**src/design/dadc_pkg.sv**
```systemverilog
// Shared constants, types and decode helpers for the dual converter port.
// Assumes every user sits in the single ref_clk domain.
package dadc_pkg;

   // Sample word shape and conversion latency in sample-clock edges.
   localparam int WORD_W = 14;
   localparam int LATENCY = 5;
   localparam int CNT_W = 16;

   // Register port widths and word offsets.
   localparam int ADDR_W = 4;
   localparam int DATA_W = 32;
   localparam logic [ADDR_W-1:0] REG_CTRL = 4'h0;
   localparam logic [ADDR_W-1:0] REG_STATUS = 4'h1;
   localparam logic [ADDR_W-1:0] REG_IRQ_STAT = 4'h2;
   localparam logic [ADDR_W-1:0] REG_IRQ_MASK = 4'h3;
   localparam logic [ADDR_W-1:0] REG_LAST_A = 4'h4;
   localparam logic [ADDR_W-1:0] REG_LAST_B = 4'h5;
   localparam logic [ADDR_W-1:0] REG_OVR_CNT_A = 4'h6;
   localparam logic [ADDR_W-1:0] REG_OVR_CNT_B = 4'h7;

   // Field positions.
   localparam int CTRL_OVERRIDE_BIT = 0;
   localparam int CTRL_LEVEL_LSB = 1;
   localparam int STAT_LEVEL_LSB = 0;
   localparam int STAT_TWOS_BIT = 2;
   localparam int STAT_STAB_BIT = 3;
   localparam int STAT_MODE_A_LSB = 4;
   localparam int STAT_MODE_B_LSB = 6;
   localparam int STAT_SWAP_BIT = 8;
   localparam int IRQ_OVR_A_BIT = 0;
   localparam int IRQ_OVR_B_BIT = 1;
   localparam int IRQ_LEVEL_BIT = 2;
   localparam int IRQ_W = 3;

   // Values after reset.
   localparam logic [2:0] CTRL_RST = 3'h0;
   localparam logic [IRQ_W-1:0] IRQ_RST = 3'h0;

   // Four levels of the shared format pin, ground upward.
   typedef enum logic [1:0] {
      LVL_GND, LVL_THIRD, LVL_TWO_THIRDS, LVL_FULL
   } dadc_level_type;

   // Operating state of one channel.
   typedef enum logic [1:0] {
      CH_NORMAL_DRIVE, CH_NORMAL_HIZ, CH_NAP, CH_SLEEP
   } dadc_chan_mode_type;

   typedef struct packed {
      logic over;
      logic [WORD_W-1:0] word;
   } dadc_sample_type;

   typedef struct packed {
      logic twos;
      logic stab;
   } dadc_format_type;

   // Level to coding and stabiliser setting; one answer for both channels.
   function automatic dadc_format_type dadc_decode_level(dadc_level_type l);
      dadc_format_type f;
      f = '{twos: 1'b0, stab: 1'b0};
      unique case (l)
         LVL_GND: f = '{twos: 1'b0, stab: 1'b0};
         LVL_THIRD: f = '{twos: 1'b0, stab: 1'b1};
         LVL_TWO_THIRDS: f = '{twos: 1'b1, stab: 1'b1};
         LVL_FULL: f = '{twos: 1'b1, stab: 1'b0};
      endcase
      return f;
   endfunction : dadc_decode_level

endpackage : dadc_pkg

```
**src/design/dadc_channel.sv**
```systemverilog
// One converter channel: state decode, edge capture and result pipeline.
// Assumes the sample clock and pins are synchronous to ref_clk and slower
// than half its rate, so each high phase lasts at least one ref_clk cycle.
`timescale 1ns/1ns
module dadc_channel #(
   parameter int LATENCY = dadc_pkg::LATENCY
) (
   input wire logic ref_clk,
   input wire logic rst,
   input wire logic sample_clock,
   input wire dadc_pkg::dadc_sample_type raw_sample,
   input wire logic powerdown_select,
   input wire logic output_enable_n,
   output dadc_pkg::dadc_chan_mode_type mode,
   output logic drive,
   output dadc_pkg::dadc_sample_type result,
   output logic result_strobe
);

   dadc_pkg::dadc_chan_mode_type mode_r;
   dadc_pkg::dadc_chan_mode_type mode_nxt;
   dadc_pkg::dadc_sample_type pipe_r [LATENCY];
   dadc_pkg::dadc_sample_type result_r;
   logic prev_clk_r;
   logic strobe_r;
   logic rise;
   logic converting;

   // The two select pins pick one of four operating states.
   always_comb begin
      unique case ({powerdown_select, output_enable_n})
         2'b00: mode_nxt = dadc_pkg::CH_NORMAL_DRIVE;
         2'b01: mode_nxt = dadc_pkg::CH_NORMAL_HIZ;
         2'b10: mode_nxt = dadc_pkg::CH_NAP;
         2'b11: mode_nxt = dadc_pkg::CH_SLEEP;
      endcase
   end

   always_ff @(posedge ref_clk) begin
      if (rst) begin
         mode_r <= dadc_pkg::CH_SLEEP;
      end else begin
         mode_r <= mode_nxt;
      end
   end

   // Only this channel's own clock starts its samples.
   always_ff @(posedge ref_clk) begin
      if (rst) begin
         prev_clk_r <= 1'b0;
      end else begin
         prev_clk_r <= sample_clock;
      end
   end
   assign rise = sample_clock & ~prev_clk_r;
   assign converting = (mode_r == dadc_pkg::CH_NORMAL_DRIVE) ||
                       (mode_r == dadc_pkg::CH_NORMAL_HIZ);

   // Each rising edge moves every sample one stage on; a result leaves the
   // last stage on the fifth edge after its capture. Nap keeps the stages,
   // sleep empties them, trading a clean restart for lost old samples.
   always_ff @(posedge ref_clk) begin
      if (rst || mode_r == dadc_pkg::CH_SLEEP) begin
         for (int i = 0; i < LATENCY; i++) begin
            pipe_r[i] <= '0;
         end
         result_r <= '0;
         strobe_r <= 1'b0;
      end else if (rise && converting) begin
         pipe_r[0] <= raw_sample;
         for (int i = 1; i < LATENCY; i++) begin
            pipe_r[i] <= pipe_r[i-1];
         end
         result_r <= pipe_r[LATENCY-1];
         strobe_r <= 1'b1;
      end else begin
         strobe_r <= 1'b0;
      end
   end

   assign mode = mode_r;
   assign drive = (mode_r == dadc_pkg::CH_NORMAL_DRIVE);
   assign result = result_r;
   assign result_strobe = strobe_r;

endmodule : dadc_channel

```
**src/design/dadc_top.sv**
```systemverilog
// Top of the dual converter output port: two channels, bus swap, shared
// format decode, register port and one level interrupt.
// Assumes all pins and the register port are synchronous to ref_clk and
// that a register master never raises both strobes in one cycle.
`timescale 1ns/1ns
module dadc_top #(
   parameter int WORD_W = dadc_pkg::WORD_W,
   parameter int LATENCY = dadc_pkg::LATENCY
) (
   input wire logic ref_clk,
   input wire logic rst,
   input wire logic chan_a_sample_clock,
   input wire logic chan_b_sample_clock,
   input wire logic [WORD_W-1:0] chan_a_raw_code,
   input wire logic chan_a_raw_over,
   input wire logic [WORD_W-1:0] chan_b_raw_code,
   input wire logic chan_b_raw_over,
   input wire logic output_bus_swap_select,
   input wire logic chan_a_powerdown_select,
   input wire logic chan_b_powerdown_select,
   input wire logic chan_a_output_enable_n,
   input wire logic chan_b_output_enable_n,
   input wire logic [1:0] format_select_level,
   input wire logic [dadc_pkg::ADDR_W-1:0] reg_addr,
   input wire logic [dadc_pkg::DATA_W-1:0] reg_wr_data,
   input wire logic reg_wr,
   input wire logic reg_rd,
   output logic [dadc_pkg::DATA_W-1:0] reg_rd_data,
   output logic irq,
   output logic [WORD_W-1:0] bus_a_sample_word,
   output logic bus_a_range_flag,
   output logic bus_a_oe,
   output logic [WORD_W-1:0] bus_b_sample_word,
   output logic bus_b_range_flag,
   output logic bus_b_oe,
   output logic stabiliser_on
);

   dadc_pkg::dadc_sample_type raw_a;
   dadc_pkg::dadc_sample_type raw_b;
   dadc_pkg::dadc_sample_type res_a;
   dadc_pkg::dadc_sample_type res_b;
   dadc_pkg::dadc_sample_type fmt_a;
   dadc_pkg::dadc_sample_type fmt_b;
   dadc_pkg::dadc_sample_type bus_a_nxt;
   dadc_pkg::dadc_sample_type bus_b_nxt;
   dadc_pkg::dadc_sample_type bus_a_r;
   dadc_pkg::dadc_sample_type bus_b_r;
   dadc_pkg::dadc_sample_type last_a_r;
   dadc_pkg::dadc_sample_type last_b_r;
   dadc_pkg::dadc_chan_mode_type mode_a;
   dadc_pkg::dadc_chan_mode_type mode_b;
   dadc_pkg::dadc_level_type level_eff;
   dadc_pkg::dadc_level_type level_prev_r;
   dadc_pkg::dadc_format_type fmt;
   dadc_pkg::dadc_format_type fmt_r;
   logic drive_a;
   logic drive_b;
   logic strobe_a;
   logic strobe_b;
   logic bus_a_oe_nxt;
   logic bus_b_oe_nxt;
   logic bus_a_oe_r;
   logic bus_b_oe_r;
   logic swap_r;
   logic [2:0] ctrl_r;
   logic [dadc_pkg::IRQ_W-1:0] irq_stat_r;
   logic [dadc_pkg::IRQ_W-1:0] irq_stat_nxt;
   logic [dadc_pkg::IRQ_W-1:0] irq_mask_r;
   logic [dadc_pkg::IRQ_W-1:0] irq_event;
   logic [dadc_pkg::IRQ_W-1:0] irq_clear;
   logic irq_r;
   logic [dadc_pkg::CNT_W-1:0] ovr_cnt_a_r;
   logic [dadc_pkg::CNT_W-1:0] ovr_cnt_b_r;
   logic [dadc_pkg::DATA_W-1:0] rd_nxt;
   logic [dadc_pkg::DATA_W-1:0] rd_data_r;
   logic wr_ctrl;
   logic wr_irq_stat;
   logic wr_irq_mask;

   // Pack the quantizer results of each channel.
   assign raw_a = '{over: chan_a_raw_over, word: chan_a_raw_code};
   assign raw_b = '{over: chan_b_raw_over, word: chan_b_raw_code};

   // Both channels are the same logic; only their pins differ.
   dadc_channel #(
      .LATENCY(LATENCY)
   ) u_chan_a (
      .ref_clk(ref_clk),
      .rst(rst),
      .sample_clock(chan_a_sample_clock),
      .raw_sample(raw_a),
      .powerdown_select(chan_a_powerdown_select),
      .output_enable_n(chan_a_output_enable_n),
      .mode(mode_a),
      .drive(drive_a),
      .result(res_a),
      .result_strobe(strobe_a)
   );

   dadc_channel #(
      .LATENCY(LATENCY)
   ) u_chan_b (
      .ref_clk(ref_clk),
      .rst(rst),
      .sample_clock(chan_b_sample_clock),
      .raw_sample(raw_b),
      .powerdown_select(chan_b_powerdown_select),
      .output_enable_n(chan_b_output_enable_n),
      .mode(mode_b),
      .drive(drive_b),
      .result(res_b),
      .result_strobe(strobe_b)
   );

   // Software may take the format level over from the pin, which helps
   // when the pin is strapped on the board and a test needs another code.
   assign level_eff = ctrl_r[dadc_pkg::CTRL_OVERRIDE_BIT] ?
      dadc_pkg::dadc_level_type'(ctrl_r[dadc_pkg::CTRL_LEVEL_LSB +: 2]) :
      dadc_pkg::dadc_level_type'(format_select_level);
   assign fmt = dadc_pkg::dadc_decode_level(level_eff);

   // One decoded setting feeds both channels, never one alone.
   always_ff @(posedge ref_clk) begin
      if (rst) begin
         fmt_r <= '{twos: 1'b0, stab: 1'b0};
         level_prev_r <= dadc_pkg::LVL_GND;
      end else begin
         fmt_r <= fmt;
         level_prev_r <= level_eff;
      end
   end

   // Coding is applied at the output so stored stages stay offset binary.
   always_comb begin
      fmt_a = res_a;
      fmt_b = res_b;
      fmt_a.word[WORD_W-1] = res_a.word[WORD_W-1] ^ fmt_r.twos;
      fmt_b.word[WORD_W-1] = res_b.word[WORD_W-1] ^ fmt_r.twos;
   end

   // Route channels to buses. The enable of a bus follows the channel
   // routed onto it, so swapping also swaps which pin group can float.
   always_comb begin
      if (output_bus_swap_select) begin
         bus_a_nxt = fmt_a;
         bus_b_nxt = fmt_b;
         bus_a_oe_nxt = drive_a;
         bus_b_oe_nxt = drive_b;
      end else begin
         bus_a_nxt = fmt_b;
         bus_b_nxt = fmt_a;
         bus_a_oe_nxt = drive_b;
         bus_b_oe_nxt = drive_a;
      end
   end

   // Bus flops follow the selector every cycle with no extra state, which
   // is what lets one shared signal interleave both channels on one bus.
   always_ff @(posedge ref_clk) begin
      if (rst) begin
         bus_a_r <= '0;
         bus_b_r <= '0;
         bus_a_oe_r <= 1'b0;
         bus_b_oe_r <= 1'b0;
         swap_r <= 1'b0;
      end else begin
         bus_a_r <= bus_a_oe_nxt ? bus_a_nxt : '0;
         bus_b_r <= bus_b_oe_nxt ? bus_b_nxt : '0;
         bus_a_oe_r <= bus_a_oe_nxt;
         bus_b_oe_r <= bus_b_oe_nxt;
         swap_r <= output_bus_swap_select;
      end
   end

   // Latest formatted result of each channel, routed or not.
   always_ff @(posedge ref_clk) begin
      if (rst) begin
         last_a_r <= '0;
         last_b_r <= '0;
      end else begin
         if (strobe_a) begin
            last_a_r <= fmt_a;
         end
         if (strobe_b) begin
            last_b_r <= fmt_b;
         end
      end
   end

   // Out-of-range result counters stop at full scale instead of wrapping,
   // so a reading of all ones means at least that many.
   always_ff @(posedge ref_clk) begin
      if (rst) begin
         ovr_cnt_a_r <= '0;
         ovr_cnt_b_r <= '0;
      end else begin
         if (strobe_a && res_a.over && !(&ovr_cnt_a_r)) begin
            ovr_cnt_a_r <= ovr_cnt_a_r + 1'b1;
         end
         if (strobe_b && res_b.over && !(&ovr_cnt_b_r)) begin
            ovr_cnt_b_r <= ovr_cnt_b_r + 1'b1;
         end
      end
   end

   // Write decodes.
   assign wr_ctrl = reg_wr && (reg_addr == dadc_pkg::REG_CTRL);
   assign wr_irq_stat = reg_wr && (reg_addr == dadc_pkg::REG_IRQ_STAT);
   assign wr_irq_mask = reg_wr && (reg_addr == dadc_pkg::REG_IRQ_MASK);

   // Control register.
   always_ff @(posedge ref_clk) begin
      if (rst) begin
         ctrl_r <= dadc_pkg::CTRL_RST;
      end else if (wr_ctrl) begin
         ctrl_r <= reg_wr_data[2:0];
      end
   end

   // Events: an out-of-range result per channel and a format level change.
   always_comb begin
      irq_event = '0;
      irq_event[dadc_pkg::IRQ_OVR_A_BIT] = strobe_a & res_a.over;
      irq_event[dadc_pkg::IRQ_OVR_B_BIT] = strobe_b & res_b.over;
      irq_event[dadc_pkg::IRQ_LEVEL_BIT] = (level_eff != level_prev_r);
   end

   // Write one to clear; a new event in the same cycle keeps its bit set.
   assign irq_clear = wr_irq_stat ? reg_wr_data[dadc_pkg::IRQ_W-1:0] : '0;
   assign irq_stat_nxt = (irq_stat_r & ~irq_clear) | irq_event;

   always_ff @(posedge ref_clk) begin
      if (rst) begin
         irq_stat_r <= dadc_pkg::IRQ_RST;
      end else begin
         irq_stat_r <= irq_stat_nxt;
      end
   end

   // Interrupt mask.
   always_ff @(posedge ref_clk) begin
      if (rst) begin
         irq_mask_r <= dadc_pkg::IRQ_RST;
      end else if (wr_irq_mask) begin
         irq_mask_r <= reg_wr_data[dadc_pkg::IRQ_W-1:0];
      end
   end

   // The level output is taken from the next status value so it rises in
   // the same cycle as the sticky bit it reports.
   always_ff @(posedge ref_clk) begin
      if (rst) begin
         irq_r <= 1'b0;
      end else begin
         irq_r <= |(irq_stat_nxt & irq_mask_r);
      end
   end

   // Read multiplexer; unmapped offsets read zero.
   always_comb begin
      rd_nxt = '0;
      unique case (reg_addr)
         dadc_pkg::REG_CTRL: rd_nxt[2:0] = ctrl_r;
         dadc_pkg::REG_STATUS: begin
            rd_nxt[dadc_pkg::STAT_LEVEL_LSB +: 2] = level_eff;
            rd_nxt[dadc_pkg::STAT_TWOS_BIT] = fmt_r.twos;
            rd_nxt[dadc_pkg::STAT_STAB_BIT] = fmt_r.stab;
            rd_nxt[dadc_pkg::STAT_MODE_A_LSB +: 2] = mode_a;
            rd_nxt[dadc_pkg::STAT_MODE_B_LSB +: 2] = mode_b;
            rd_nxt[dadc_pkg::STAT_SWAP_BIT] = swap_r;
         end
         dadc_pkg::REG_IRQ_STAT: rd_nxt[dadc_pkg::IRQ_W-1:0] = irq_stat_r;
         dadc_pkg::REG_IRQ_MASK: rd_nxt[dadc_pkg::IRQ_W-1:0] = irq_mask_r;
         dadc_pkg::REG_LAST_A: rd_nxt[WORD_W:0] = last_a_r;
         dadc_pkg::REG_LAST_B: rd_nxt[WORD_W:0] = last_b_r;
         dadc_pkg::REG_OVR_CNT_A: rd_nxt[dadc_pkg::CNT_W-1:0] = ovr_cnt_a_r;
         dadc_pkg::REG_OVR_CNT_B: rd_nxt[dadc_pkg::CNT_W-1:0] = ovr_cnt_b_r;
         default: rd_nxt = '0;
      endcase
   end

   // Read data stands for exactly the cycle after the strobe.
   always_ff @(posedge ref_clk) begin
      if (rst) begin
         rd_data_r <= '0;
      end else begin
         rd_data_r <= reg_rd ? rd_nxt : '0;
      end
   end

   // Outputs straight from flops; bit 13 of each word is the MSB.
   assign bus_a_sample_word = bus_a_r.word;
   assign bus_a_range_flag = bus_a_r.over;
   assign bus_a_oe = bus_a_oe_r;
   assign bus_b_sample_word = bus_b_r.word;
   assign bus_b_range_flag = bus_b_r.over;
   assign bus_b_oe = bus_b_oe_r;
   assign stabiliser_on = fmt_r.stab;
   assign reg_rd_data = rd_data_r;
   assign irq = irq_r;

endmodule : dadc_top

```
**config.mk**
```make
export PLATFORM = sky130hd
export DESIGN_NAME = dadc_top
export DESIGN_NICKNAME = d
export VERILOG_FILES = /design/src/design/dadc_pkg.sv /design/src/design/dadc_channel.sv /design/src/design/dadc_top.sv
export SDC_FILE = /design/constraint.sdc
export NUM_CORES = 1
export LEC_CHECK = 0
export ABC_AREA = 1
export BUFFER_PORTS_ARGS = -buffer_cell sky130_fd_sc_hd__buf_2
export CORE_MARGIN = 10
export CORE_UTILIZATION = 61
export CTS_BUF_LIST = sky130_fd_sc_hd__clkbuf_8
export DETAILED_ROUTE_END_ITERATION = 8
export PLACE_DENSITY = 0.83
export SYNTH_ARGS = -nofsm -noshare
export SYNTH_HDL_FRONTEND = slang
export SYNTH_HIERARCHICAL = 1
export SYNTH_SLANG_ARGS = --single-unit
```
**constraint.sdc**
```tcl
create_clock -name ref_clk -period 3.55 [get_ports ref_clk]
set_clock_uncertainty 0.15 [all_clocks]
set_input_delay 0.1775 -clock ref_clk [delete_from_list [all_inputs] [get_ports ref_clk]]
set_output_delay 0.1775 -clock ref_clk [all_outputs]
set_load 0.01 [all_outputs]
```
Word level (Yosys, flattened, before mapping)
Memories as Yosys holds them, arrays and structs flattened. A register that Yosys moved wholly into a read port is not among the register bits.
Index checks and enable logic that the tools add are counted.

word-level totals
  register bits after elaboration = 149
  bits in writable memories = 150
  input bits = 79
  output and inout bits = 66
  memories kept = 2

memory list
  name             words  bits a word  read ports  clocked after memory_dff  wr ports  line                source
  u_chan_a.pipe_r  5      15           5           1                         5         dadc_channel.sv:22  dadc_pkg::dadc_sample_type pipe_r [LATENCY];
  u_chan_b.pipe_r  5      15           5           1                         5         dadc_channel.sv:22

cells by class
  $add $sub $neg = 2
  equality and inequality tests = 21
  multiplexer cells = 33
  bitwise operators = 25
  reductions and logical operators = 27

operators by type and width
  operator                                       count
  2-to-1 mux 15 bit                              12
  adder 16 x 1 -> 16 bit, second input constant  2
  AND reduction 16 bit                           2
  one-hot mux 6 bit (5 select lines)             1
  one-hot mux 2 bit (4 select lines)             3
  one-hot mux 3 bit (8 select lines)             1
  one-hot mux 6 bit (4 select lines)             1
  == test 2 bit, second input constant           8
  == test 4 x 3 -> 1 bit, second input constant  4
  2-to-1 mux 1 bit                               12
  == test 2 x 1 -> 1 bit, second input constant  5
  logical NOT 2 bit                              5
  bitwise OR 1 bit                               10
  logical AND 1 bit                              9
  == test 4 x 2 -> 1 bit, second input constant  2
  bitwise AND 3 bit                              2
  OR reduction 2 bit                             3
  NOT 1 bit                                      5
  bitwise AND 1 bit                              4
  == test 4 x 1 -> 1 bit, second input constant  1
  logical NOT 4 bit                              1
  logical OR 1 bit                               4
  2-to-1 mux 3 bit                               1
  NOT 3 bit                                      1
  other kinds (7)                                9

Longest topological paths before layout
Gate-level depths: netlist (run 1).

  word-level depth = 8
  gate-level depth with buffers = 10
  depth with buffers taken out = 10

Hierarchy
Netlist (run 1), hierarchy kept.

modules (own cells, without submodules)
  module        times used  cells each  area each (um2)  seq. area each (um2)
  dadc_channel  2           316         3588.4           2632.5
  dadc_top      1           828         5730.5           2482.4

Worst setup path after synthesis (run 1)
Ideal clock, no wire load.

  kind = flip-flop to flip-flop
  from = register u_chan_a.mode_r[1], in the netlist u_chan_a/mode[1]
  to = memory u_chan_a/pipe_r[0][0] in the netlist's numbering (enable)
  library setup time = 0.767 ns
  arrival time = 2.125 ns
  required time = 2.633 ns
  path slack = 0.508 ns
  stages on the path, launching flop included = 4
  buffers on the path = 1
  clock period less this slack = 3.042 ns
  path through = dfxtp_1 a21oi_1 buf_4 nand2_1

RTL lines
  item                    line                source
  from (decl)             dadc_channel.sv:20  dadc_pkg::dadc_chan_mode_type mode_r;
  from (signal assigned)  dadc_channel.sv:41  mode_r <= dadc_pkg::CH_SLEEP;
  from (signal assigned)  dadc_channel.sv:43  mode_r <= mode_nxt;
  to (decl)               dadc_channel.sv:22

Final worst setup path (run 1)
  from = input reg_addr[3] in the netlist's numbering
  to = register ctrl_r[2]

on the way
  cells in the longest elaborated chain, start to end = 2

ends and longest elaborated chain
  item                  line             source
  from (decl)           dadc_top.sv:24   input wire logic [dadc_pkg::ADDR_W-1:0] reg_addr,
  logical NOT 4 bit     dadc_top.sv:208  assign wr_ctrl = reg_wr && (reg_addr == dadc_pkg::REG_CTRL);
  logical AND 1 bit     dadc_top.sv:208
  to (signal assigned)  dadc_top.sv:215  ctrl_r <= dadc_pkg::CTRL_RST;
  to (signal assigned)  dadc_top.sv:217  ctrl_r <= reg_wr_data[2:0];
  to (decl)             dadc_top.sv:66   logic [2:0] ctrl_r;

Every way passes these cells.
A chain may end at the register's enable or synchronous reset.

==> run summary, run 1 <==
Worst Path Buf+Inv: 5
TritonCTS Buffers: 49
Drt via density: 5.160
Leading area contributor after synthesis: edfxtp_1
Status: completed
Crit path launch type: input pin
Global route total overflow: 0
Max Slew Vio Count: 0
Clock sinks: 312
Post-route setup TNS: 0 ns
# DRC: 0
I/O Buffers: 99
Largest net degree at the start of global routing: 76
Max_slew headroom: 0.3144
Worst path cell trace: dlygate4sd3_1 -> buf_2 -> nor2_1 -> dlygate4sd3_1 -> nand3_1 -> o21ai_0 -> dlygate4sd3_1 -> a21oi_1 -> dlygate4sd3_1
Die Height: 165.5 um
Placed cells: 1784
Unrepaired setup endpoints after global routing: false
Ys flop type: dfxtp_1
Final Setup Violations: 0
Post-route ant nets: 0
Crit Path Class: in2reg
Post-synthesis register bit count: 312
Tcrit/Tclk final: 0.7923
Setup Buffers After CTS: 0
Asr flop ratio synth: 0
CTS HTree Levels: 2
Max FO, Critical Path: 5
CP top delay family: buffers and inverters
CTS root buffer: clkbuf_8
Power density cells: 476.5 nW/um2
CP max stage delay: 0.63 ns
Slew @ Worst Pin: 1.025 ns
DRT Pass-1 Iters: 7
Synth warnings: 6
Crit end category: flop
Routed wire per std cell: 15.36 um
Iter 0 DRT Violations: 881
Post-synth top area share: 0.3490
Worst vdd ir: 0.3359 mV
Netlist cell types: 35
Layout Utilization: 0.7148
Overall routing resource usage: 0.2146
Worst-Skew Late Latency: 0.57 ns
Final cell count without fillers: 1932
Maximum buffer depth of the clock tree: 3
# Max-Cap Violations: 0
Setup slack after layout: 0.7374 ns
Post_cts resized: 0
Core box area: 20890 um2
First-pass GRT wire length: 46990 um
Syn avg cell area: 8.841 um2
Largest cells by area after synthesis: edfxtp_1 35%, dfxtp_1 25%, nand2_1 8.3%
Hold crit path type: in2reg
Worst slack, placed: 1.159 ns
Worst path slowest cell: dlygate4sd3_1
Worst Path Required: 3.86 ns
CP arrival: 3.12 ns
HPWL after detailed placement: 18620 um
Most repeated library cell on the critical path: dlygate4sd3_1
Top post-synthesis cells by count: 287 x nand2_1, 286 x nor2_1, 206 x inv_1
Die W: 165.5 um
Fmax: 355.5 MHz
Initial antenna violation count: 3
Mapped Area: 12910 um2
Share of layout cells above drive strength 1: 0.1397
Initial Util: 0.6179
Mapped Cells: 1460
Clock transition at path regs: 0.06 ns
Area Growth Syn to Fin: 15.67%
Final #Nets: 1698
Leak: 6.340 nW
Min Tclk post-route: 2.813 ns
EDFF count, synth: 150
TritonCTS clock tree: done
Number of global-route vias before repair: 9681
Cell with the most instances after synthesis: nand2_1
Routed wire length: 29680 um
Num rows: 53
Seq/Total Area, Yosys: 0.6002
Routability cong.: 0.8635
Total number of vias: 9969
Hold Violations, Final: 0
Die area: 27380 um2
IO Pins: 145
through the flow:
stage | hold slack (ns) | area [um2] | total power [mW]
global placement | 0.2198 | 13430 | 4.275
floorplan | 0.09988 | 12960 | 4.216
finish | 0.06867 | 14930 | 7.114
CTS | 0.02427 | 14920 | 7.135
global route | 0.08824 | 14930 | 7.370
detailed placement | 0.2193 | 13430 | 4.296
tightest hold or removal path: cells and delay by family:
family                 cells  cell delay [ns]
buffers and inverters      1             0.07
and+or+nand+nor            2             0.49
routing by layer:
metal | share of wire | routed length (um) | GRT usage
met1 | 0.39 | 11490 | 0.2395
met2 | 0.51 | 15000 | 0.3801
met3 | 0.068 | 2017 | 0.04462
met4 | 0.040 | 1173 | 0.1085
met5 | 0 | 0 | 0
registers in the layout, summed over array words and instances (netlist names), 2 cells and up:
signal and count:
level_prev_r 2, u_chan_b/mode 2, ctrl_r 3, u_chan_a/pipe_r 75, irq_stat_r 3, ovr_cnt_b_r 16, bus_b_sample_word 14, irq_mask_r 3
bus_a_sample_word 14, u_chan_a/mode 2, u_chan_b/pipe_r 75, ovr_cnt_a_r 16, reg_rd_data 16, u_chan_b/result 15, last_a_r 15, last_b_r 15
u_chan_a/result 15
layout by cell type (no fill, tap or decap), types with 3 or more instances in the layout:
master / Yosys / routed
a21oi_1: 62 / 62
a21oi_2: 10 / 10
a41oi_1: 6 / 6
buf_2: 20 / 99
buf_4: 21 / 7
clkbuf_8: 0 / 57
clkinv_1: 0 / 6
clkinv_2: 0 / 8
conb_1: 1 / 16
dfxtp_1: 162 / 162
diode_2: 0 / 3
dlygate4sd3_1: 0 / 57
edfxtp_1: 150 / 150
inv_1: 206 / 221
inv_2: 8 / 8
nand2_1: 287 / 285
nand2_2: 12 / 14
nand3_1: 61 / 61
nand3_2: 3 / 3
nand4_1: 40 / 40
nor2_1: 286 / 286
nor2_2: 6 / 6
nor2_4: 6 / 6
o21ai_0: 45 / 45
o22ai_1: 5 / 5
or2_2: 4 / 4
xor2_1: 12 / 12
where the power goes:
group | internal, mW | total (mW) | switching [mW]
Sequential | 3.89 | 3.94 | 0.0505
Clock | 1.47 | 2.83 | 1.37
Combinational | 0.116 | 0.338 | 0.222
final timing paths:
kind / startpoint / end / slack [ns] / cells after the start
worst max-delay path: reg_addr[3] / ctrl_r[2]$_SDFFE_PP0P_ / 0.74 / 9
worst min register to register: last_a_r[14]$_SDFFE_PP0P_ / last_a_r[14]$_SDFFE_PP0P_ / 0.32 / 2
worst min-delay path: reg_rd / reg_rd_data[8]$_SDFF_PP0_ / 0.07 / 3
worst max register to register: ctrl_r[0]$_SDFFE_PP0P_ / irq_stat_r[2]$_SDFF_PP0_ / 1.15 / 9
cell type report:
cell class                 count  area, um2
antenna                        3      7.507
clock buffer                  57      784.5
clock inverter                31      138.9
fill                        1500       5958
inverter                     214      803.3
multi-input combinational    875       3946
sequential                   312       7747
tap                          275      344.1
timing repair buffer         165       1159
timing repair:
item                                   CTS  global route
hold buffers                            57             0
endpoints found under the hold margin  110             0
setup endpoints to repair                0             0
logic make-up after synthesis:
logic type / count (synthesis) / share of synthesized area
AND/OR/NAND/NOR: 712 / 0.2325
other: 1 / 0.0002905
flip-flops: 312 / 0.6002
XOR/XNOR: 13 / 0.008821
adder cells (fa/ha/maj): 2 / 0.001938
AO/OA/AOI/OAI: 132 / 0.05748
buffers and inverters: 288 / 0.09878
(Power assumes the default switching activity.)
==> run 2, diff against run 1 <==
==> constraint.sdc (replaced) <==
create_clock -name ref_clk -period 2.65 [get_ports ref_clk]
set_clock_uncertainty 0.15 [all_clocks]
set_input_delay 0.1325 -clock ref_clk [delete_from_list [all_inputs] [get_ports ref_clk]]
set_output_delay 0.1325 -clock ref_clk [all_outputs]
set_load 0.01 [all_outputs]
==> run 2 against run 1 <==
  * Design area grew 1.1%
  * Combinational power is 40% higher
  * Count of clock-buffer cells in the layout grew 1
  * Wire length increased by 3.1%
  * Critical path type unchanged
  * Critical endpoint is now irq_mask_r[2]$_SDFFE_PP0P_
  * Largest cell class unchanged
  * Largest power group unchanged
  * Highest routed layer unchanged
==> run summary, run 2 (same netlist as run 1, synthesis figures left out) <==
Switching power: 2.207 mW
Maximum buffer depth of the clock tree: 3
Routability cong.: 0.8767
TritonCTS Buffers: 48
Routed wire length: 30590 um
Routed wire per std cell: 15.73 um
Max Slew Vio Count: 0
Power share of the combinational group: 0.048
IO Pins: 145
Final Setup Violations: 0
Clock transition at path regs: 0.06 ns
Post-route ant nets: 0
Power density cells: 646.7 nW/um2
Commonest non-fill, non-tap cell in the layout: nor2_1
Worst slack, placed: 0.3593 ns
Setup Buffers After CTS: 0
Hold crit path type: in2reg
Seq pwr share: 0.541
Die Height: 165.5 um
Num rows: 53
Worst Path Required: 2.94 ns
Status: completed
Max_slew headroom: 0.2310
Min Tclk post-route: 2.386 ns
Total power: 9.758 mW
Area Growth Syn to Fin: 16.91%
Slew @ Worst Pin: 1.153 ns
Max FO, Critical Path: 5
Drt via density: 5.170
# DRC: 0
Leak: 6.440 nW
Hold Violations, Final: 0
DRT Pass-1 Iters: 6
CTS HTree Levels: 2
Post-route setup TNS: 0 ns
Finished Cell Area: 15090 um2
Post-CTS Hold Buffers: 61
Clock sinks: 312
Worst vdd ir: 0.6181 mV
Total number of vias: 10050
Final cell count without fillers: 1944
Core box area: 20890 um2
Tcrit/Tclk final: 0.9005
WHS: 0.04137 ns
Worst-Skew Late Latency: 0.57 ns
I/O Buffers: 99
Clk pwr share: 0.410
Initial antenna violation count: 2
Die area: 27380 um2
Crit end category: flop
Post_cts resized: 0
# Max-Cap Violations: 0
Die W: 165.5 um
Largest regs: u_chan_a/pipe_r x75, u_chan_b/pipe_r x75
Placed Area: 13500 um2
Iter 0 DRT Violations: 987
TritonCTS clock tree: done
HPWL after detailed placement: 18650 um
Sw Share: 0.2262
Largest net degree at the start of global routing: 55
CTS root buffer: clkbuf_8
Final #Nets: 1711
R2R setup slack: 0.44 ns
Crit Path Class: in2reg
Overall routing resource usage: 0.2247
Unrepaired setup endpoints after global routing: false
Setup slack after layout: 0.2636 ns
First-pass GRT wire length: 49170 um
Internal power: 7.551 mW
Share of layout cells above drive strength 1: 0.1434
Fmax: 419.0 MHz
Global route total overflow: 0
Initial Util: 0.6179
Most frequent cells in the layout: 286 x nor2_1, 285 x nand2_1, 228 x inv_1
Crit path launch type: input pin
CP arrival: 2.68 ns
Placed cells: 1794
Layout Utilization: 0.7224
Number of global-route vias before repair: 9903
==> run 2: path summary, 6_finish.rpt <==
kind,from,to,cells after the start
max,reg_addr[2],irq_mask_r[2]$_SDFFE_PP0P_,10
min,reg_rd,reg_rd_data[7]$_SDFF_PP0_,3
max reg2reg,u_chan_a/mode[1]$_SDFF_PP1_,u_chan_a/pipe_r[0][12]$_SDFFCE_PN0P_,3
min reg2reg,last_b_r[14]$_SDFFE_PP0P_,last_b_r[14]$_SDFFE_PP0P_,2
==> run 2: layer usage <==
metal,GRT usage,part of all wire,vias up
met3,0.04784,0.074,89
met5,0,0,-
met2,0.3947,0.50,375
met1,0.2604,0.38,4647
li1,-,-,4940
met4,0.09457,0.039,0
==> run 2: critical path: stages <==
cell	delay, ns
dlygate4sd3_1	0.54
buf_2	0.14
inv_1	0.07
nand2_1	0.07
nor2_1	0.24
nand2_1	0.17
o21ai_0	0.17
dlygate4sd3_1	0.56
a21oi_1	0.04
dlygate4sd3_1	0.55
==> run 2: power groups by stage <==
stage	registers [mW]	logic (mW)	clock network (mW)
3_5_place_dp	5.38	0.385	0
4_1_cts	5.28	0.456	4.03
3_3_place_gp	5.37	0.370	0
6_report	5.28	0.473	4.01
2_1_floorplan	5.36	0.281	0
5_1_grt	5.29	0.526	4.26
==> run 2: final cells by class <==
type,count,area [um2]
Tap cell,275,344.1
Fill cell,1471,5799
Timing Repair Buffer,179,1274
Inverter,214,803.3
Clock buffer,58,798.3
Antenna cell,2,5.005
Clock inverter,29,171.4
Multi-Input combinational cell,875,3946
Sequential cell,312,7747
==> run 3, diff against run 2 <==
--- a/config.mk
+++ b/config.mk
@@ -11,7 +11,7 @@
 export CORE_UTILIZATION = 61
 export CTS_BUF_LIST = sky130_fd_sc_hd__clkbuf_8
 export DETAILED_ROUTE_END_ITERATION = 8
-export PLACE_DENSITY = 0.83
+export PLACE_DENSITY = 0.8
 export SYNTH_ARGS = -nofsm -noshare
 export SYNTH_HDL_FRONTEND = slang
 export SYNTH_HIERARCHICAL = 1
==> run 3 against run 2 <==
  * Combinational power down 1%
  * Design area down 0.41%
  * Sequential power about the same
  * Critical path type unchanged
  * Largest power group unchanged
==> run summary, run 3 (same netlist as run 1, synthesis figures left out) <==
Finished Cell Area: 15030 um2
Hold crit path type: in2reg
Tcrit/Tclk final: 0.9158
Die Height: 165.5 um
Number of global-route vias before repair: 9816
CTS root buffer: clkbuf_8
Final Setup Violations: 0
Fill count: 1495
WHS: 0.07362 ns
Global route total overflow: 0
CP top delay family: buffers and inverters
Routed wire per std cell: 15.25 um
Crit Path Class: in2reg
Max Slew Vio Count: 0
Hold Violations, Final: 0
TritonCTS Buffers: 48
Area Growth Syn to Fin: 16.42%
Overall routing resource usage: 0.2141
Area occupied by multi-input gates: 3946 um2
Worst-Skew Late Latency: 0.58 ns
Worst path cell trace: dlygate4sd3_1 -> buf_2 -> nor2_1 -> nand3_1 -> o21ai_0 -> dlygate4sd3_1 -> a21oi_1 -> dlygate4sd3_1
Min Tclk post-route: 2.427 ns
Crit end category: flop
Power density cells: 634.6 nW/um2
CP max stage delay: 0.59 ns
Largest net degree at the start of global routing: 76
Post-route ant nets: 0
TritonCTS clock tree: done
Commonest non-fill, non-tap cell in the layout: nor2_1
# Max-Cap Violations: 0
Clock sinks: 312
Initial antenna violation count: 1
Layout Utilization: 0.7194
Most frequent cells in the layout: 286 x nor2_1, 285 x nand2_1, 227 x inv_1
Placed Area: 13490 um2
Initial Util: 0.6179
Reg2reg start: u_chan_b/mode[1]$_SDFF_PP1_
Maximum buffer depth of the clock tree: 3
Worst vdd ir: 0.4432 mV
Post-route setup TNS: 0 ns
I/O Buffers: 99
Most repeated library cell on the critical path: dlygate4sd3_1
Routed wire length: 29540 um
HPWL after detailed placement: 18620 um
Max FO, Critical Path: 4
Setup Buffers After CTS: 0
Slew @ Worst Pin: 1.152 ns
Worst Path Required: 2.95 ns
Die W: 165.5 um
Fmax: 412.1 MHz
Clock transition at path regs: 0.06 ns
Crit path from: reg_addr[3]
CP arrival: 2.73 ns
Iter 0 DRT Violations: 1012
Leak: 6.398 nW
Routability cong.: 0.9324
Core box area: 20890 um2
Worst path slowest cell: dlygate4sd3_1
Max_slew headroom: 0.2322
CTS HTree Levels: 2
Crit path launch type: input pin
Hold Startpoint: rst
Largest regs: u_chan_a/pipe_r x75, u_chan_b/pipe_r x75
First-pass GRT wire length: 47280 um
Worst Path Buf+Inv: 4
Status: completed
IO Pins: 145
Die area: 27380 um2
Final #Nets: 1707
Total power: 9.535 mW
Drt via density: 5.158
Post_cts resized: 0
DRT Pass-1 Iters: 6
Unrepaired setup endpoints after global routing: false
Num rows: 53
Share of layout cells above drive strength 1: 0.1403
Register area: 7747 um2
# DRC: 0
Total number of vias: 9991
run 3: cell type report:
type                       instances  share of cell area
multi-input combinational        875              0.2626
clock buffer                      59             0.05404
antenna                            1           0.0001665
timing repair buffer             175             0.08360
clock inverter                    26            0.007660
tap                              275             0.02290
inverter                         214             0.05346
sequential                       312              0.5156
run 3: worst min-delay path, cell delays in order:
cell and delay [ns]:
buf_2 0.17, buf_4 0.31, nor2_1 0.14
run 3: final timing paths:
kind | to | slack, ns | depth (start not counted)
hold / removal | u_chan_a/prev_clk_r$_SDFF_PP0_ | 0.07 | 3
setup reg to reg | u_chan_b/pipe_r[1][10]$_SDFFCE_PN0P_ | 0.48 | 3
hold reg to reg | last_b_r[14]$_SDFFE_PP0P_ | 0.31 | 2
setup / recovery | ctrl_r[2]$_SDFFE_PP0P_ | 0.22 | 8
run 3: where the power goes:
part | switching (mW) | internal [mW]
combinational | 0.306 | 0.160
sequential | 0.0596 | 5.21
clock | 1.79 | 2.01
total | 2.15 | 7.38
run 3: layer usage:
metal,vias to the layer above,global-route usage,share of wire
li1,4929,-,-
met5,-,0,0
met4,0,0.09098,0.035
met2,413,0.3877,0.51
met1,4560,0.2374,0.38
met3,89,0.04561,0.080
run 3: through the flow:
step,instances,setup slack (ns)
after floorplan,1475,0.3739
after global placement,1790,0.5515
after detailed placement,1790,0.5320
after CTS,1936,0.3751
after global routing,1937,0.1135
final,1937,0.2232
run 3: what timing repair did:
action	4_1_cts	5_1_grt
endpoints found under the setup margin	0	0
endpoints found under the hold margin	112	0
hold buffers	61	0
